$ cat config.mk
export PLATFORM = sky130hd
export DESIGN_NAME = spiwm_top
export DESIGN_NICKNAME = d
export VERILOG_FILES = /design/src/hw/spiwm_pkg.sv /design/src/hw/spiwm_top.sv
export SDC_FILE = /design/constraint.sdc
export NUM_CORES = 1
export LEC_CHECK = 0
export ABC_AREA = 1
export ABC_CLOCK_PERIOD_IN_PS = 7950
export BUFFER_PORTS_ARGS = -buffer_cell sky130_fd_sc_hd__buf_2
export CAP_MARGIN = 25
export CORE_MARGIN = 3
export CORE_UTILIZATION = 44
export CTS_BUF_LIST = sky130_fd_sc_hd__clkbuf_2 sky130_fd_sc_hd__clkbuf_4 sky130_fd_sc_hd__clkbuf_8
export DETAILED_ROUTE_END_ITERATION = 8
export GPL_TIMING_DRIVEN = 0
export PLACE_DENSITY = 0.67
export SYNTH_ARGS = -nofsm -noshare
export SYNTH_HDL_FRONTEND = slang
export SYNTH_SLANG_ARGS = --single-unit
export TNS_END_PERCENT = 30
$ cat constraint.sdc
create_clock -name clock_in -period 7.95 [get_ports clock_in]
set_input_delay 0.3975 -clock clock_in [delete_from_list [all_inputs] [get_ports clock_in]]
set_output_delay 0.3975 -clock clock_in [all_outputs]
set_load 0.02 [all_outputs]
$ cat src/hw/spiwm_pkg.sv
// Package with register map, field layout and reset values for the block
// Operation
// - Rx watermark fires when level <= rx count
// - Tx watermark fires when level equals tx count
// - Levels above FIFO depth never match
// - Level bits 2 to 4 exist only for deeper FIFOs
// - Underrun with fill enabled sends fill word
// - Short words use low 16 or 8 fill bits
// - Long words use all 32 or the low 24 fill bits
// - Serial clock is bus clock over 2(divisor+1)
// - One data address: write tx, read rx
// - Mask bits 14 and 6 read zero
// - Counts report entries held in each FIFO
package spiwm_pkg;
   localparam logic [7:0]  ADDR_MASK     = 8'h00;
   localparam logic [7:0]  ADDR_FILL_LO  = 8'h04;
   localparam logic [7:0]  ADDR_FILL_HI  = 8'h08;
   localparam logic [7:0]  ADDR_BAUD     = 8'h0C;
   localparam logic [7:0]  ADDR_CTRL     = 8'h10;
   localparam logic [7:0]  ADDR_DATA     = 8'h14;
   localparam logic [7:0]  ADDR_STATUS   = 8'h18;
   localparam logic [7:0]  ADDR_IRQ_MASK = 8'h1C;
   localparam logic [7:0]  ADDR_COUNTS   = 8'h20;
   localparam int          RX_EN_BIT     = 15;
   localparam int          TX_EN_BIT     = 7;
   localparam int          RX_LVL_LSB    = 8;
   localparam int          CTRL_EN_BIT   = 0;
   localparam int          CTRL_FILL_BIT = 1;
   localparam int          CTRL_WL_LSB   = 8;
   localparam logic [15:0] MASK_RESET    = 16'h0000;
   localparam logic [15:0] FILL_RESET    = 16'h0000;
   localparam logic [12:0] BAUD_RESET    = 13'h0000;
   localparam logic [2:0]  IRQ_RX_WM     = 3'h1;
   localparam logic [2:0]  IRQ_TX_WM     = 3'h2;
   localparam logic [2:0]  IRQ_UNDERRUN  = 3'h4;
   localparam logic [1:0]  RESP_OKAY     = 2'h0;
   localparam logic [1:0]  RESP_SLVERR   = 2'h2;
endpackage

$ cat src/hw/spiwm_top.sv
// Watermark interrupts, underrun fill word and baud clock of the serial unit
//
// The AXI4-Lite interface to the registers and the address map are this design's own decisions.
`timescale 1ns/1ps
module spiwm_top #(
   parameter int FIFO_DEPTH = 8
) (
   // Clock and reset
   input  wire logic        clock_in,
   input  wire logic        rst_in,
   // AXI4-Lite write channels
   input  wire logic [7:0]  awaddr_in,
   input  wire logic        awvalid_in,
   output logic             awready_out,
   input  wire logic [31:0] wdata_in,
   input  wire logic [3:0]  wstrb_in,
   input  wire logic        wvalid_in,
   output logic             wready_out,
   output logic [1:0]       bresp_out,
   output logic             bvalid_out,
   input  wire logic        bready_in,
   // AXI4-Lite read channels
   input  wire logic [7:0]  araddr_in,
   input  wire logic        arvalid_in,
   output logic             arready_out,
   output logic [31:0]      rdata_out,
   output logic [1:0]       rresp_out,
   output logic             rvalid_out,
   input  wire logic        rready_in,
   // Shift engine side, same clock
   input  wire logic [5:0]  rx_fifo_count_in,
   input  wire logic [5:0]  tx_fifo_count_in,
   input  wire logic        tx_underrun_in,
   input  wire logic [31:0] receive_buffer_in,
   output logic             rx_pop_out,
   output logic [31:0]      transmit_buffer_out,
   output logic             tx_push_out,
   output logic [31:0]      tx_shift_word_out,
   output logic             unit_enable_out,
   output logic [4:0]       word_length_field_out,
   output logic             sclk_out,
   // Interrupts
   output logic             rx_watermark_out,
   output logic             tx_watermark_out,
   output logic             irq_out
);
   import spiwm_pkg::*;

   logic [15:0] fifo_watermark_mask_reg;
   logic [15:0] underrun_fill_low_reg;
   logic [15:0] underrun_fill_high_reg;
   logic [12:0] baud_divisor_reg;
   logic        unit_enable_reg;
   logic        underrun_fill_enable_reg;
   logic [4:0]  word_length_field_reg;
   logic [2:0]  irq_status_reg;
   logic [2:0]  irq_mask_reg;
   logic [7:0]  aw_addr_reg;
   logic [31:0] w_data_reg;
   logic        aw_held_reg;
   logic        w_held_reg;
   logic [12:0] baud_cnt_reg;

   // Implemented level bits depend on depth
   localparam logic [5:0] LVL_IMPL =
      (FIFO_DEPTH >= 32) ? 6'h3F : (FIFO_DEPTH >= 16) ? 6'h2F :
      (FIFO_DEPTH >= 8) ? 6'h27 : 6'h23;
   localparam logic [15:0] MASK_WR =
      {1'b1, 1'b0, LVL_IMPL, 1'b1, 1'b0, LVL_IMPL};
   localparam logic [6:0] DEPTH_W = 7'(FIFO_DEPTH);

   // A level is usable only within depth
   function automatic logic lvl_ok(input logic [5:0] lvl);
      return {1'b0, lvl} <= DEPTH_W;
   endfunction

   wire [5:0] rx_watermark_level = fifo_watermark_mask_reg[RX_LVL_LSB +: 6];
   wire [5:0] tx_watermark_level = fifo_watermark_mask_reg[5:0];
   wire rx_watermark_irq_enable = fifo_watermark_mask_reg[RX_EN_BIT];
   wire tx_watermark_irq_enable = fifo_watermark_mask_reg[TX_EN_BIT];

   // Watermark conditions, combinational each cycle
   wire rx_wm_hit = rx_watermark_irq_enable && lvl_ok(rx_watermark_level)
                    && (rx_watermark_level <= rx_fifo_count_in);
   wire tx_wm_hit = tx_watermark_irq_enable && lvl_ok(tx_watermark_level)
                    && (tx_watermark_level == tx_fifo_count_in);

   // Fill word selection by word length (0 means 32 bits)
   wire [5:0] wl_bits = (word_length_field_reg == 5'h00) ? 6'h20 :
                        {1'b0, word_length_field_reg};
   wire [31:0] fill_full = {underrun_fill_high_reg, underrun_fill_low_reg};
   wire [31:0] fill_sel =
      (wl_bits >= 6'h19) ? fill_full :
      (wl_bits >= 6'h11) ? {8'h00, fill_full[23:0]} :
      (wl_bits >= 6'h09) ? {16'h0000, fill_full[15:0]} :
                           {24'h000000, fill_full[7:0]};

   // Bus handshake decode
   wire aw_take = awvalid_in && !aw_held_reg && !bvalid_out;
   wire w_take = wvalid_in && !w_held_reg && !bvalid_out;
   wire aw_have = aw_held_reg || aw_take;
   wire w_have = w_held_reg || w_take;
   wire [7:0] wr_addr = aw_held_reg ? aw_addr_reg : awaddr_in;
   wire [31:0] wr_data = w_held_reg ? w_data_reg : wdata_in;
   wire wr_fire = aw_have && w_have && !bvalid_out;
   wire rd_fire = arvalid_in && !rvalid_out;
   // Next handshake state, so every ready output comes from a flop
   wire aw_held_next = aw_have && !wr_fire;
   wire w_held_next = w_have && !wr_fire;
   wire bvalid_next = wr_fire || (bvalid_out && !bready_in);
   wire rvalid_next = rd_fire || (rvalid_out && !rready_in);
   wire wr_known = (wr_addr <= ADDR_COUNTS) && (wr_addr[1:0] == 2'h0);
   wire rd_known = (araddr_in <= ADDR_COUNTS) && (araddr_in[1:0] == 2'h0);
   wire wr_mask = wr_fire && wr_addr == ADDR_MASK;
   wire wr_flo = wr_fire && wr_addr == ADDR_FILL_LO;
   wire wr_fhi = wr_fire && wr_addr == ADDR_FILL_HI;
   wire wr_baud = wr_fire && wr_addr == ADDR_BAUD;
   wire wr_ctrl = wr_fire && wr_addr == ADDR_CTRL;
   wire wr_data_port = wr_fire && wr_addr == ADDR_DATA;
   wire wr_imask = wr_fire && wr_addr == ADDR_IRQ_MASK;
   wire rd_status = rd_fire && araddr_in == ADDR_STATUS;
   wire rd_data_port = rd_fire && araddr_in == ADDR_DATA;

   // Read mux
   wire [31:0] rd_word =
      (araddr_in == ADDR_MASK) ? {16'h0000, fifo_watermark_mask_reg} :
      (araddr_in == ADDR_FILL_LO) ? {16'h0000, underrun_fill_low_reg} :
      (araddr_in == ADDR_FILL_HI) ? {16'h0000, underrun_fill_high_reg} :
      (araddr_in == ADDR_BAUD) ? {19'h00000, baud_divisor_reg} :
      (araddr_in == ADDR_CTRL) ? {19'h00000, word_length_field_reg,
                                  6'h00, underrun_fill_enable_reg,
                                  unit_enable_reg} :
      (araddr_in == ADDR_DATA) ? receive_buffer_in :
      (araddr_in == ADDR_STATUS) ? {29'h0, irq_status_reg} :
      (araddr_in == ADDR_IRQ_MASK) ? {29'h0, irq_mask_reg} :
      (araddr_in == ADDR_COUNTS) ? {18'h0, rx_fifo_count_in, 2'h0,
                                    tx_fifo_count_in} : 32'h0;

   // Sticky events: set wins over read clear
   wire [2:0] ev = {tx_underrun_in, tx_wm_hit, rx_wm_hit};
   wire [2:0] irq_status_next = (rd_status ? 3'h0 : irq_status_reg) | ev;

   // Baud divider toggles sclk every divisor+1 cycles
   wire baud_wrap = baud_cnt_reg >= baud_divisor_reg;

   // Write channel capture
   always_ff @(posedge clock_in or posedge rst_in) begin
      if (rst_in) begin
         aw_held_reg <= 1'b0;
         w_held_reg <= 1'b0;
         aw_addr_reg <= 8'h00;
         w_data_reg <= 32'h0;
         bvalid_out <= 1'b0;
         bresp_out <= RESP_OKAY;
         awready_out <= 1'b1;
         wready_out <= 1'b1;
      end else begin
         if (aw_take) aw_addr_reg <= awaddr_in;
         if (w_take) w_data_reg <= wdata_in;
         aw_held_reg <= aw_held_next;
         w_held_reg <= w_held_next;
         awready_out <= !aw_held_next && !bvalid_next;
         wready_out <= !w_held_next && !bvalid_next;
         if (wr_fire) begin
            bvalid_out <= 1'b1;
            bresp_out <= wr_known ? RESP_OKAY : RESP_SLVERR;
         end else if (bready_in) begin
            bvalid_out <= 1'b0;
         end
      end
   end

   // Read channel
   always_ff @(posedge clock_in or posedge rst_in) begin
      if (rst_in) begin
         rvalid_out <= 1'b0;
         rdata_out <= 32'h0;
         rresp_out <= RESP_OKAY;
         rx_pop_out <= 1'b0;
         arready_out <= 1'b1;
      end else begin
         rx_pop_out <= rd_data_port;
         arready_out <= !rvalid_next;
         if (rd_fire) begin
            rvalid_out <= 1'b1;
            rdata_out <= rd_word;
            rresp_out <= rd_known ? RESP_OKAY : RESP_SLVERR;
         end else if (rready_in) begin
            rvalid_out <= 1'b0;
         end
      end
   end

   // Configuration registers
   always_ff @(posedge clock_in or posedge rst_in) begin
      if (rst_in) begin
         fifo_watermark_mask_reg <= MASK_RESET;
         underrun_fill_low_reg <= FILL_RESET;
         underrun_fill_high_reg <= FILL_RESET;
         baud_divisor_reg <= BAUD_RESET;
         unit_enable_reg <= 1'b0;
         underrun_fill_enable_reg <= 1'b0;
         word_length_field_reg <= 5'h00;
         irq_mask_reg <= 3'h0;
      end else begin
         if (wr_mask) fifo_watermark_mask_reg <= wr_data[15:0] & MASK_WR;
         if (wr_flo) underrun_fill_low_reg <= wr_data[15:0];
         if (wr_fhi) underrun_fill_high_reg <= wr_data[15:0];
         // Ignored while enabled so the divider cannot glitch
         if (wr_baud && !unit_enable_reg)
            baud_divisor_reg <= wr_data[12:0];
         if (wr_ctrl) begin
            unit_enable_reg <= wr_data[CTRL_EN_BIT];
            underrun_fill_enable_reg <= wr_data[CTRL_FILL_BIT];
            word_length_field_reg <= wr_data[CTRL_WL_LSB +: 5];
         end
         if (wr_imask) irq_mask_reg <= wr_data[2:0];
      end
   end

   // Transmit path, watermark events and interrupt
   always_ff @(posedge clock_in or posedge rst_in) begin
      if (rst_in) begin
         tx_push_out <= 1'b0;
         transmit_buffer_out <= 32'h0;
         tx_shift_word_out <= 32'h0;
         irq_status_reg <= 3'h0;
         rx_watermark_out <= 1'b0;
         tx_watermark_out <= 1'b0;
         irq_out <= 1'b0;
      end else begin
         tx_push_out <= wr_data_port;
         if (wr_data_port) transmit_buffer_out <= wr_data;
         tx_shift_word_out <= (underrun_fill_enable_reg && tx_underrun_in)
                              ? fill_sel : 32'h0;
         irq_status_reg <= irq_status_next;
         rx_watermark_out <= rx_wm_hit;
         tx_watermark_out <= tx_wm_hit;
         irq_out <= |(irq_status_next & irq_mask_reg);
      end
   end

   // Serial clock generator
   always_ff @(posedge clock_in or posedge rst_in) begin
      if (rst_in) begin
         baud_cnt_reg <= 13'h0000;
         sclk_out <= 1'b0;
      end else if (!unit_enable_reg) begin
         baud_cnt_reg <= 13'h0000;
         sclk_out <= 1'b0;
      end else begin
         baud_cnt_reg <= baud_wrap ? 13'h0000 : baud_cnt_reg + 13'h0001;
         if (baud_wrap) sclk_out <= !sclk_out;
      end
   end

   always_comb begin
      unit_enable_out = unit_enable_reg;
      word_length_field_out = word_length_field_reg;
   end

   // Watermark checks
   a_rx_wm_level: assert property (@(posedge clock_in)
      disable iff (rst_in) rx_wm_hit |=> rx_watermark_out)
      else $error("rx watermark not raised");

   a_rx_wm_off: assert property (@(posedge clock_in)
      disable iff (rst_in) !rx_watermark_irq_enable |=> !rx_watermark_out)
      else $error("rx watermark while disabled");

   a_tx_wm_fire: assert property (@(posedge clock_in)
      disable iff (rst_in) tx_wm_hit |=> tx_watermark_out)
      else $error("tx watermark not raised");

   a_tx_wm_equal: assert property (@(posedge clock_in)
      disable iff (rst_in) tx_watermark_out |->
      $past(tx_watermark_level == tx_fifo_count_in
      && tx_watermark_irq_enable))
      else $error("tx watermark without match");

   a_invalid_lvl: assert property (@(posedge clock_in)
      disable iff (rst_in)
      rx_watermark_out |-> $past(lvl_ok(rx_watermark_level)))
      else $error("watermark on invalid level");

   a_tx_invalid: assert property (@(posedge clock_in)
      disable iff (rst_in)
      tx_watermark_out |-> $past(lvl_ok(tx_watermark_level)))
      else $error("tx watermark on invalid level");

   a_impl_bits: assert property (@(posedge clock_in)
      disable iff (rst_in)
      (fifo_watermark_mask_reg & ~MASK_WR) == 16'h0000)
      else $error("unimplemented mask bit set");

   a_wm_hold: assert property (@(posedge clock_in)
      disable iff (rst_in) rx_wm_hit [*2] |=> rx_watermark_out)
      else $error("watermark not held");

   // Fill word checks: one with fill off, then one per word length band
   a_fill_off: assert property (@(posedge clock_in)
      disable iff (rst_in) !(underrun_fill_enable_reg && tx_underrun_in)
      |=> tx_shift_word_out == 32'h0)
      else $error("fill word sent without underrun");

   a_fill_send: assert property (@(posedge clock_in)
      disable iff (rst_in)
      (underrun_fill_enable_reg && tx_underrun_in && wl_bits <= 6'h08)
      |=> tx_shift_word_out == {24'h0, $past(underrun_fill_low_reg[7:0])})
      else $error("fill word width wrong");

   a_fill_mid: assert property (@(posedge clock_in)
      disable iff (rst_in)
      (underrun_fill_enable_reg && tx_underrun_in && wl_bits >= 6'h09
      && wl_bits <= 6'h10)
      |=> tx_shift_word_out == {16'h0, $past(underrun_fill_low_reg)})
      else $error("16-bit fill word wrong");

   a_fill_24: assert property (@(posedge clock_in)
      disable iff (rst_in)
      (underrun_fill_enable_reg && tx_underrun_in && wl_bits >= 6'h11
      && wl_bits <= 6'h18)
      |=> tx_shift_word_out == {8'h0, $past(fill_full[23:0])})
      else $error("24-bit fill word wrong");

   a_fill_long: assert property (@(posedge clock_in)
      disable iff (rst_in)
      (underrun_fill_enable_reg && tx_underrun_in && wl_bits >= 6'h19)
      |=> tx_shift_word_out == $past(fill_full))
      else $error("full fill word not sent");

   // Data port, bus and serial clock checks
   a_data_push: assert property (@(posedge clock_in)
      disable iff (rst_in) wr_data_port |=> tx_push_out
      && transmit_buffer_out == $past(wr_data))
      else $error("data write not pushed");

   a_pop_data: assert property (@(posedge clock_in)
      disable iff (rst_in) rd_data_port |=> rx_pop_out)
      else $error("data read not popped");

   a_ready_busy: assert property (@(posedge clock_in)
      disable iff (rst_in) bvalid_out |-> !awready_out && !wready_out)
      else $error("write ready while response pending");

   a_rvalid_hold: assert property (@(posedge clock_in)
      disable iff (rst_in) (rvalid_out && !rready_in)
      |=> rvalid_out && $stable(rdata_out))
      else $error("read data dropped before taken");

   a_baud_hold: assert property (@(posedge clock_in)
      disable iff (rst_in) (unit_enable_reg && $changed(sclk_out))
      |=> !$changed(sclk_out) || baud_divisor_reg == 13'h0000)
      else $error("sclk toggles too fast");

   a_sclk_idle: assert property (@(posedge clock_in)
      disable iff (rst_in) !unit_enable_reg |=> !sclk_out)
      else $error("sclk runs while disabled");
endmodule

==> results of run 1 <==
==> where the power goes <==
group	internal (mW)	switching [mW]	total, mW
Clock	0.715	0.491	1.21
Sequential	1.47	0.201	1.67
Combinational	0.409	0.862	1.27
Total	2.59	1.55	4.14
==> logic make-up (layout without fill, tap and decap cells) <==
family / Yosys count / in the layout / share of synthesized area
buf+inv: 163 / 459 / 0.06829
simple gates: 488 / 488 / 0.1967
compound gates: 235 / 235 / 0.1337
other cells: 1 / 2 / 0.0003597
fa+ha+maj: 18 / 18 / 0.02160
flops: 232 / 232 / 0.5572
mux: 16 / 16 / 0.01536
xor+xnor: 8 / 8 / 0.006721
==> worst paths after layout <==
path                                                  from  slack (ns)  cells after the start                              endpoint
worst max-delay path                 aw_held_reg$_DFF_PP0_        5.81                      8  word_length_field_out[3]$_DFFE_PP0P_
worst min-delay path                          wdata_in[28]        0.08                      3            w_data_reg[28]$_DFFE_PP0P_
worst max register to register       aw_held_reg$_DFF_PP0_        5.81                      8  word_length_field_out[3]$_DFFE_PP0P_
worst min register to register  aw_addr_reg[4]$_DFFE_PP0P_        0.47                      2            aw_addr_reg[4]$_DFFE_PP0P_
max in group asynchronous                           rst_in        6.65                      4   transmit_buffer_out[26]$_DFFE_PP0P_
min in group asynchronous                           rst_in        0.47                      3            aw_addr_reg[6]$_DFFE_PP0P_
==> layout make-up <==
| class | count | area (µm²) |
|---|---|---|
| sequential | 232 | 5809 |
| clock buffer | 59 | 762.0 |
| fill | 2174 | 10070 |
| multi-input combinational | 767 | 3908 |
| tap | 313 | 391.6 |
| inverter | 117 | 451.7 |
| timing repair buffer | 223 | 1174 |
| clock inverter | 14 | 150.1 |
| buffer | 46 | 267.8 |
==> layer usage <==
layer  up-vias  track usage  part of all wire
met1      4125       0.3321              0.46
li1       4330            -                 -
met5         -            0           0.00077
met2       351       0.3493              0.43
met3        43      0.06641             0.091
met4         4      0.06509             0.018
==> metrics by stage <==
step	power, mW	cells	setup TNS, ns	utilization	hold WS (ns)
finish	4.145	1771	0	0.5618	0.07907
detailed placement	2.951	1696	0	0.5215	0.4584
CTS	4.177	1770	0	0.5616	0.04953
global route	4.411	1771	0	0.5618	0.05934
global placement	2.894	1689	-294.17	0.5174	0.4463
floorplan	2.480	1162	0	-	0.4342
==> what timing repair did <==
item | CTS | global route
endpoints found under the hold margin | 73 | 0
hold buffers | 1 | 0
setup endpoints to repair | 0 | 0
==> worst reg2reg max path: stages, from the launching register on <==
cell     delay [ns]
dfrtp_1        0.37
buf_6          0.14
o31ai_1        0.45
nand2_1        0.09
nor2_1         0.27
nand2_1        0.25
buf_2          0.25
nand2_1        0.07
o21ai_0        0.08
==> cells in the final DEF, fill, tap and decap left out, types with 18 or more instances in the layout <==
cell type  Yosys  final
a21oi_1       39     39
buf_2          9    225
clkbuf_1      24     24
clkbuf_8       0     51
dfrtp_1      229    229
ha_1          18     18
inv_1        112    111
nand2_1      322    322
nand3_1       30     30
nor2_1        75     75
nor3_1        22     22
o21ai_0      102    101
o21ai_1       35     36
o21ai_2       32     32
==> summary.txt, run 1 <==
Run status
  • Status: finished, final reports clean

Clocking
  • Clock-pin slew on the worst setup and hold paths: 0.06 ns
  • CTS Buf Count: 40
  • CTS Sinks: 232
  • Clock latency on the worst-skew pair: 0.55 ns
  • Root Buffer: clkbuf_8
  • Post-CTS Resized: 0
  • # H-tree levels: 2
  • Max clock buf depth: 3
  • TritonCTS clock tree: built
  • Number of setup buffers added after CTS: 0

STA
  • Final worst slack: 5.806 ns
  • Fin crit share: 0.2697
  • Final Skew: 0.03420 ns
  • FMAX: 466.4 MHz
  • Min Tclk post-route: 2.144 ns
  • RSZ-0062 raised after global routing: false
  • Max Transition Viols Final: 0
  • Final setup vio count: 0
  • Fin. Hold Viols: 0
  • Worst-Margin Slew: 1.010 ns
  • Relative slew slack: 0.3220

Yosys
  • Most used flip-flop cell after synthesis: dfrtp_1
  • EDFF count, synth: 0
  • Synth top cells by count: nand2_1, dfrtp_1, inv_1
  • Asr flop ratio synth: 1.000
  • Synth unique cells: 44
  • Synthesized area: 10420 µm²
  • Synthesized flop and latch total: 232
  • Sequential fraction of the synthesis area: 0.5572
  • Post-Syn Instances: 1161
  • Yosys warning count: 0
  • Post-synth top area share: 0.5497
  • Count leader, synth: nand2_1
  • Avg Cell Area, Syn: 8.979 µm²
  • Synth top area cells: dfrtp_1, nand2_1, o21ai_0
  • Area leader, netlist: dfrtp_1

Floorplan
  • Die Y-Extent: 159.9 µm
  • Initial core utilization: 0.4536
  • Die X: 159.9 µm
  • Rows: 55
  • Core ar.: 22980 µm²
  • IO Count: 221
  • Die ar.: 25580 µm²

Global route
  • All-Layer GR Usage: 0.2327
  • Largest net degree at the start of global routing: 83
  • Remaining Overflow, GRT: 0
  • Global-route wire length before repair: 47530 µm
  • Initial antenna violation count: 2
  • Vias in the first global route: 8566

Final layout
  • ANT cells: 0
  • Share of cells above drive strength 1: 0.2524
  • Layout area overhead: 23.87%
  • Post-route cell area: 12910 µm²
  • Nets: 1549

Setup path
  • Top delay family on crit path: simple AND/OR/NAND/NOR gates
  • Crit end category: flop
  • CP max-delay cell: o31ai_1
  • Worst EP required: 8.31 ns
  • CP dominant cell by count: nand2_1
  • Crit Path Class: reg2reg
  • Bufs and invs on worst path: 2
  • Crit-path cells: buf_6, o31ai_1, nand2_1, nor2_1, nand2_1, buf_2, nand2_1, o21ai_0
  • Worst-path fanout max: 10
  • Arr. time, crit path: 2.50 ns
  • Startpoint Class: flop
  • Crit path largest cell delay: 0.44 ns

Routing
  • Detailed Route Iter0 Violations: 686
  • Drt via density: 4.999
  • Post-detailed-route DRC marker count: 0
  • Remaining antenna violation count: 0
  • Via count: 8853
  • Drt pass-1 iters: 5
  • Average wire per standard cell: 16.92 µm
  • Final wirelength: 29960 µm

Place
  • DP HPWL: 22410 µm
  • Setup WS pre-CTS: 5.565 ns
  • Placed Area: 11990 µm²
  • GPL Wtd Cong: 0.9242
  • Port Buffers: 214

Power and ir drop
  • Power per cell area: 321.0 nW/µm²
  • Static Leak: 6.834 nW
  • Worst vdd ir: 186.3 µV

Min path
  • Hold Path Class: in2reg

Job
  • Max Cap Viol: 0
(Power assumes the default switching activity.)
==> run 2: changes to the inputs <==
--- a/config.mk
+++ b/config.mk
@@ -5,8 +5,8 @@
 export SDC_FILE = /design/constraint.sdc
 export NUM_CORES = 1
 export LEC_CHECK = 0
-export ABC_AREA = 1
-export ABC_CLOCK_PERIOD_IN_PS = 7950
+export ABC_AREA = 0
+export ABC_CLOCK_PERIOD_IN_PS = 1900
 export BUFFER_PORTS_ARGS = -buffer_cell sky130_fd_sc_hd__buf_2
 export CAP_MARGIN = 25
 export CORE_MARGIN = 3
@@ -14,7 +14,7 @@
 export CTS_BUF_LIST = sky130_fd_sc_hd__clkbuf_2 sky130_fd_sc_hd__clkbuf_4 sky130_fd_sc_hd__clkbuf_8
 export DETAILED_ROUTE_END_ITERATION = 8
 export GPL_TIMING_DRIVEN = 0
-export PLACE_DENSITY = 0.67
+export PLACE_DENSITY = 0.69
 export SYNTH_ARGS = -nofsm -noshare
 export SYNTH_HDL_FRONTEND = slang
 export SYNTH_SLANG_ARGS = --single-unit
==> constraint.sdc (replaced) <==
create_clock -name clock_in -period 1.9 [get_ports clock_in]
set_input_delay 0.095 -clock clock_in [delete_from_list [all_inputs] [get_ports clock_in]]
set_output_delay 0.095 -clock clock_in [all_outputs]
set_load 0.02 [all_outputs]
==> run 2 against run 1 <==
The run now ends with negative setup slack left. Routed wire length grew 4.0%. Clock skew shrank 0.0066 ns. Largest cell class unchanged. Cell count shrank 12%. Critical path type unchanged. Design area grew 12%. Critical endpoint is now baud_divisor_reg[6]$_DFFE_PP0P_.
==> summary.txt, run 2 <==
STA
  • Fin. Hold Viols: 0 (unchanged)
  • Final setup vio count: 98 (+98)
  • Final worst slack: -0.3019 ns (-6.108 ns)
  • Relative slew slack: 0.4266 (+0.1046)
  • Worst-Margin Slew: 0.8584 ns (-0.1519 ns)
  • RSZ-0062 raised after global routing: true
  • FMAX: 454.2 MHz (-2.6%)
  • Min Tclk post-route: 2.202 ns (+0.05799 ns)
  • Final Skew: 0.02760 ns (-0.006600 ns)
  • Max Transition Viols Final: 0 (unchanged)
  • Fin crit share: 1.159 (+0.8892)
  • TNS Setup: -18.77 ns (-18.77 ns)

Global route
  • Largest net degree at the start of global routing: 42 (-49%)
  • Global-route wire length before repair: 48750 µm (+2.6%)
  • Grt met3 use: 0.05822 (-0.008187)
  • Vias in the first global route: 8795 (+2.7%)
  • GR Layer Usage met1: 0.3032 (-0.02891)
  • Grt peak-use layer: met2
  • Remaining Overflow, GRT: 0 (unchanged)
  • All-Layer GR Usage: 0.2373 (+0.004588)
  • Initial antenna violation count: 3 (+1)
  • GR Util met2: 0.4008 (+0.05154)

Min path
  • Hold Crit Start: receive_buffer_in[15]
  • Hold Path Class: in2reg

Yosys
  • Synth top area cells: dfrtp_1, mux2_2, ha_1
  • Count leader, synth: dfrtp_1
  • Asr flop ratio synth: 1.000 (unchanged)
  • Synth top cells by count: dfrtp_1, mux2_2, nor2_1
  • Sequential fraction of the synthesis area: 0.5474 (-0.009855)
  • EDFF count, synth: 0 (unchanged)
  • Most used flip-flop cell after synthesis: dfrtp_1
  • Synthesized area: 10610 µm² (+1.8%)
  • Yosys warning count: 0 (unchanged)
  • Post-synth top area share: 0.5400 (-0.009721)
  • Synth unique cells: 72 (+64%)
  • Synthesized flop and latch total: 232 (unchanged)
  • Area leader, netlist: dfrtp_1
  • Post-Syn Instances: 844 (-27%)
  • Avg Cell Area, Syn: 12.57 µm² (+40%)

Routing
  • Drt pass-1 iters: 4 (-1)
  • Detailed Route Iter0 Violations: 478 (-30%)
  • Final wirelength: 31150 µm (+4.0%)
  • Average wire per standard cell: 19.97 µm (+18%)
  • Post-detailed-route DRC marker count: 0 (unchanged)
  • Drt via density: 5.334 (+6.7%)
  • Via count: 8321 (-6.0%)
  • Remaining antenna violation count: 0 (unchanged)

Power and ir drop
  • Static Leak: 7.082 nW (+3.6%)
  • Power per cell area: 1126 nW/µm² (+250%)
  • Total design power: 16.21 mW (+290%)
  • Worst vdd ir: 1038 µV (+460%)

Floorplan
  • Initial core utilization: 0.4494 (-0.004117)
  • Die Y-Extent: 161.3 µm (+0.86%)
  • IO Count: 221 (unchanged)
  • Die ar.: 26020 µm² (+1.7%)
  • Core ar.: 23610 µm² (+2.7%)
  • Rows: 56 (+1.8%)
  • Die X: 161.3 µm (+0.86%)

Setup path
  • Crit end category: flop
  • Worst-path fanout max: 10 (unchanged)
  • Worst setup startpoint: aw_held_reg$_DFF_PP0_
  • Worst reg2reg startpoint: aw_held_reg$_DFF_PP0_
  • Startpoint Class: flop
  • Crit path largest cell delay: 0.55 ns (+0.11 ns)
  • Worst EP required: 2.30 ns (-6.01 ns)
  • CP max-delay cell: or4b_4
  • Arr. time, crit path: 2.60 ns (+0.10 ns)
  • Crit Path Class: reg2reg
  • Crit-path cells: buf_4, or2b_1, o32ai_4, nand3_2, or4b_4, buf_12, mux2_4

Final layout
  • Fill cell total of the finished layout: 1898 (-13%)
  • Area occupied by multi-input gates: 4691 µm² (+20%)
  • Most common cell after layout, fill and taps aside: dfrtp_1
  • Share of cells above drive strength 1: 0.4487 (+0.1963)
  • Post-route insts no fill: 1560 (-12%)
  • Nets: 1332 (-14%)
  • Most frequent cells in the layout: dfrtp_1, buf_2, mux2_2
  • Register Area: 5812 µm² (about the same)
  • Layout area overhead: 35.70%

Clocking
  • TritonCTS clock tree: built
  • Max clock buf depth: 3 (unchanged)
  • Root Buffer: clkbuf_8
  • Clock latency on the worst-skew pair: 0.54 ns (about the same)
  • CTS Sinks: 232 (unchanged)
  • # H-tree levels: 2 (unchanged)
  • Clock-pin slew on the worst setup and hold paths: 0.06 ns (about the same)
  • CTS Buf Count: 40 (unchanged)

Place
  • GPL Wtd Cong: 0.9345 (+1.1%)
  • Placed Cells: 1384 (-18%)
  • DP HPWL: 21690 µm (-3.2%)
  • Port Buffers: 214 (unchanged)

Job
  • Max Cap Viol: 0 (unchanged)

Run status
  • Failing checks: negative setup slack
  • Status: finished, violations left
==> run 2: what timing repair did <==
action / 4_1_cts / 5_1_grt
buffers inserted: 22 / 2
resized for setup: 44 / 38
hold buffers: 79 / 0
pin swaps: 10 / 12
gates cloned: 2 / 0
endpoints found under the hold margin: 129 / 0
setup endpoints to repair: 165 / 148
==> run 2: final timing paths <==
kind	to	slack, ns	cells past startpoint
worst max-delay path	baud_divisor_reg[6]$_DFFE_PP0P_	-0.30	7
worst min-delay path	rdata_out[15]$_DFFE_PP0P_	0.04	4
worst max register to register	baud_divisor_reg[6]$_DFFE_PP0P_	-0.30	7
worst min register to register	rdata_out[6]$_DFFE_PP0P_	0.47	2
max in group asynchronous	awready_out$_DFF_PP1_	0.69	5
min in group asynchronous	rdata_out[24]$_DFFE_PP0P_	0.22	3
==> run 2: cell families after synthesis <==
kind of cell | Yosys count | synth area share
multiplexers | 176 | 0.1922
other | 1 | 0.0003534
XOR/XNOR | 15 | 0.01238
AND/OR/NAND/NOR | 187 | 0.09290
AO/OA/AOI/OAI | 142 | 0.09986
adder cells (fa/ha/maj) | 18 | 0.02122
flip-flops | 232 | 0.5474
buffers and inverters | 73 | 0.03372
==> run 2: stage by stage <==
stage,utilization,setup slack [ns],hold slack [ns],area (µm²)
6_report,0.6099,-0.3019,0.04070,14400
5_1_grt,0.6098,-0.3461,0.07206,14400
4_1_cts,0.6024,-0.2784,0.01927,14220
3_5_place_dp,0.5174,-0.8678,0.2171,12220
3_3_place_gp,0.5120,-2.655,0.2939,12090
2_1_floorplan,-,-1.228,0.1940,10620
==> run 2: area by class of cell <==
| cell class | instances | area share |
|---|---|---|
| Sequential cell | 232 | 0.4036 |
| Clock buffer | 66 | 0.05613 |
| Clock inverter | 5 | 0.002346 |
| Antenna cell | 2 | 0.0003475 |
| Tap cell | 319 | 0.02772 |
| Inverter | 30 | 0.008080 |
| Multi-Input combinational cell | 540 | 0.3257 |
| Buffer | 41 | 0.01868 |
| Timing Repair Buffer | 325 | 0.1574 |
==> run 2: routing by layer <==
metal | wire length (µm) | vias to the layer above
met3 | 2387 | 57
met5 | 10 | -
met4 | 651 | 2
li1 | - | 3800
met2 | 15150 | 350
met1 | 12950 | 4112
==> run 2: power by group <==
part	total, mW	internal [mW]	switching [mW]
Combinational	4.75	2.29	2.46
Sequential	6.75	6.02	0.728
Clock	4.71	2.69	2.03
Total	16.2	11.0	5.22
==> run 2: critical path: cells and delay by family, from the launching register on <==
kind            cells  cell delay [ns]
buf+inv             2             0.32
mux                 1             0.29
compound gates      1             0.12
simple gates        3             0.96
flops               1             0.38
==> run 3: changes to the inputs <==
--- a/config.mk
+++ b/config.mk
@@ -14,7 +14,9 @@
 export CTS_BUF_LIST = sky130_fd_sc_hd__clkbuf_2 sky130_fd_sc_hd__clkbuf_4 sky130_fd_sc_hd__clkbuf_8
 export DETAILED_ROUTE_END_ITERATION = 8
 export GPL_TIMING_DRIVEN = 0
+export HOLD_SLACK_MARGIN = 0.1
 export PLACE_DENSITY = 0.69
+export RECOVER_POWER = 100
 export SYNTH_ARGS = -nofsm -noshare
 export SYNTH_HDL_FRONTEND = slang
 export SYNTH_SLANG_ARGS = --single-unit
==> run 3 against run 2 <==
The run still ends with negative setup slack left. Combinational power fell by 2%. Sequential share of layout area rose by 0.35 points. Cell count up 0.38%. Fmax hardly changed. Via count increased by 0.17%. First-iteration DRC count down 5.4%. Clock power barely moved. Critical path type unchanged. Largest cell class unchanged.
==> summary.txt, run 3 (synthesized netlist as in run 2, its figures left out) <==
Run status
  • Status: finished, violations left
  • Failing checks: negative setup slack

Final layout
  • Share of cells above drive strength 1: 0.3531 (-0.09562)
  • Layout area overhead: 34.52%
  • Final core utilization: 0.6046 (-0.005299)
  • Most common cell after layout, fill and taps aside: dfrtp_1
  • Post-route cell area: 14280 µm² (-0.87%)
  • Nets: 1339 (+0.53%)
  • Most frequent cells in the layout: dfrtp_1, mux2_2, clkbuf_1

Routing
  • Post-detailed-route DRC marker count: 0 (unchanged)
  • Met1 Wirelength: 13160 µm (+1.6%)
  • Remaining antenna violation count: 0 (unchanged)
  • Max layer used: met5
  • Via count: 8335 (+0.17%)
  • Drt via density: 5.322 (-0.22%)
  • Drt pass-1 iters: 5 (+1)
  • WL met2: 15270 µm (+0.78%)
  • Final wirelength: 31380 µm (+0.72%)
  • Detailed Route Iter0 Violations: 452 (-5.4%)
  • Average wire per standard cell: 20.04 µm (+0.34%)
  • Routed wl met3: 2292 µm (-4.0%)

STA
  • Final setup vio count: 105 (+7.1%)
  • TNS Setup: -19.56 ns (-0.7845 ns)
  • Fin crit share: 1.158 (about the same)
  • Final Skew: 0.02848 ns (+0.0008743 ns)
  • RSZ-0062 raised after global routing: true
  • Max Transition Viols Final: 0 (unchanged)
  • Fin. Hold Viols: 0 (unchanged)
  • Worst-Margin Slew: 1.223 ns (+0.3643 ns)
  • FMAX: 454.3 MHz (about the same)
  • Min Tclk post-route: 2.201 ns (-0.0008320 ns)
  • Final worst slack: -0.3010 ns (+0.0008320 ns)
  • Relative slew slack: 0.1804 (-0.2462)

Clocking
  • CTS Sinks: 232 (unchanged)
  • TritonCTS clock tree: built
  • # H-tree levels: 2 (unchanged)
  • Max clock buf depth: 3 (unchanged)
  • Clock latency on the worst-skew pair: 0.54 ns (about the same)
  • CTS Buf Count: 40 (unchanged)
  • Root Buffer: clkbuf_8
  • Clock-pin slew on the worst setup and hold paths: 0.06 ns (about the same)

Floorplan
  • Rows: 56 (unchanged)
  • IO Count: 221 (unchanged)
  • Die X: 161.3 µm (unchanged)
  • Die Y-Extent: 161.3 µm (unchanged)
  • Die ar.: 26020 µm² (unchanged)
  • Core ar.: 23610 µm² (unchanged)
  • Initial core utilization: 0.4494 (unchanged)

Power and ir drop
  • Total design power: 16.13 mW (-0.53%)
  • Power per cell area: 1130 nW/µm² (+0.34%)
  • Worst vdd ir: 1023 µV (-1.4%)
  • Static Leak: 6.622 nW (-6.5%)

Place
  • Placed Area: 12220 µm² (unchanged)
  • DP HPWL: 21690 µm (unchanged)
  • Port Buffers: 214 (unchanged)
  • Setup WS pre-CTS: -0.8678 ns (unchanged)
  • GPL Wtd Cong: 0.9345 (unchanged)

Setup path
  • Bufs and invs on worst path: 2 (unchanged)
  • Arr. time, crit path: 2.60 ns (about the same)
  • Crit-path cells: buf_4, or2b_1, o32ai_4, nand3_2, or4b_4, buf_12, mux2_4
  • CP max-delay cell: or4b_4
  • Crit end category: flop
  • Worst-path fanout max: 10 (unchanged)
  • Crit Path Class: reg2reg
  • Crit path largest cell delay: 0.55 ns (about the same)
  • Top delay family on crit path: simple AND/OR/NAND/NOR gates
  • Startpoint Class: flop
  • Worst EP required: 2.30 ns (about the same)

Global route
  • Vias in the first global route: 8818 (+0.26%)
  • Largest net degree at the start of global routing: 42 (unchanged)
  • Remaining Overflow, GRT: 0 (unchanged)
  • All-Layer GR Usage: 0.2382 (+0.0009633)
  • Initial antenna violation count: 2 (-1)
  • Global-route wire length before repair: 48930 µm (+0.38%)

Job
  • Max Cap Viol: 0 (unchanged)

Min path
  • Hold Path Class: in2reg
==> run 3: cell types whose count changed in the layout (fill, tap and decap cells not counted), sizes merged <==
cell,previous run,this run
clkbuf,84,203
buf,269,150
dlygate4sd3,79,86
diode,2,1
==> run 3: timing repair <==
item                                    CTS  global route
gates resized for setup                  44            39
pin swaps                                10            12
gates cloned                              2             0
hold buffers                             86             0
endpoints found under the hold margin   277             0
buffers inserted                         22             2
endpoints found under the setup margin  165           147
==> run 3: final timing paths <==
path,startpoint,to,slack (ns),depth (start not counted)
setup / recovery,aw_held_reg$_DFF_PP0_,baud_divisor_reg[6]$_DFFE_PP0P_,-0.30,7
hold / removal,tx_fifo_count_in[0],rdata_out[0]$_DFFE_PP0P_,0.13,4
setup reg to reg,aw_held_reg$_DFF_PP0_,baud_divisor_reg[6]$_DFFE_PP0P_,-0.30,7
hold reg to reg,rdata_out[6]$_DFFE_PP0P_,rdata_out[6]$_DFFE_PP0P_,0.48,2
max in group asynchronous,rst_in,awready_out$_DFF_PP1_,0.02,5
min in group asynchronous,rst_in,rvalid_out$_DFFE_PP0P_,0.36,3
==> run 3: cell type report <==
type / count / area, µm²
sequential: 232 / 5812
multi-input combinational: 540 / 4682
clock buffer: 66 / 808.3
clock inverter: 5 / 33.78
fill: 1973 / 9336
inverter: 30 / 113.9
timing repair buffer: 332 / 2156
buffer: 41 / 269.0
antenna: 1 / 2.502
tap: 319 / 399.1
==> run 3: per-layer routing <==
layer,vias up,GRT usage
li1,3807,-
met1,4124,0.3046
met2,343,0.4027
met4,2,0.07274
met5,-,0
met3,59,0.05796
==> run 3: power breakdown <==
group          leakage, nW  internal, mW  switching, mW
sequential            3.06          6.02          0.734
combinational         3.11          2.20           2.45
clock                0.446          2.69           2.03
==> run 3: worst register-to-register path: stages (launching register included) <==
cell	delay, ns
dfrtp_1	0.39
buf_4	0.14
or2b_1	0.25
o32ai_4	0.12
nand3_2	0.16
or4b_4	0.56
buf_12	0.18
mux2_4	0.30
==> run 3: stage by stage <==
step,hold WS (ns),cells
after global routing,0.1276,1566
final,0.1320,1566
after detailed placement,0.2171,1384
after global placement,0.2939,1378
after floorplan,0.1940,845
after CTS,0.1012,1563
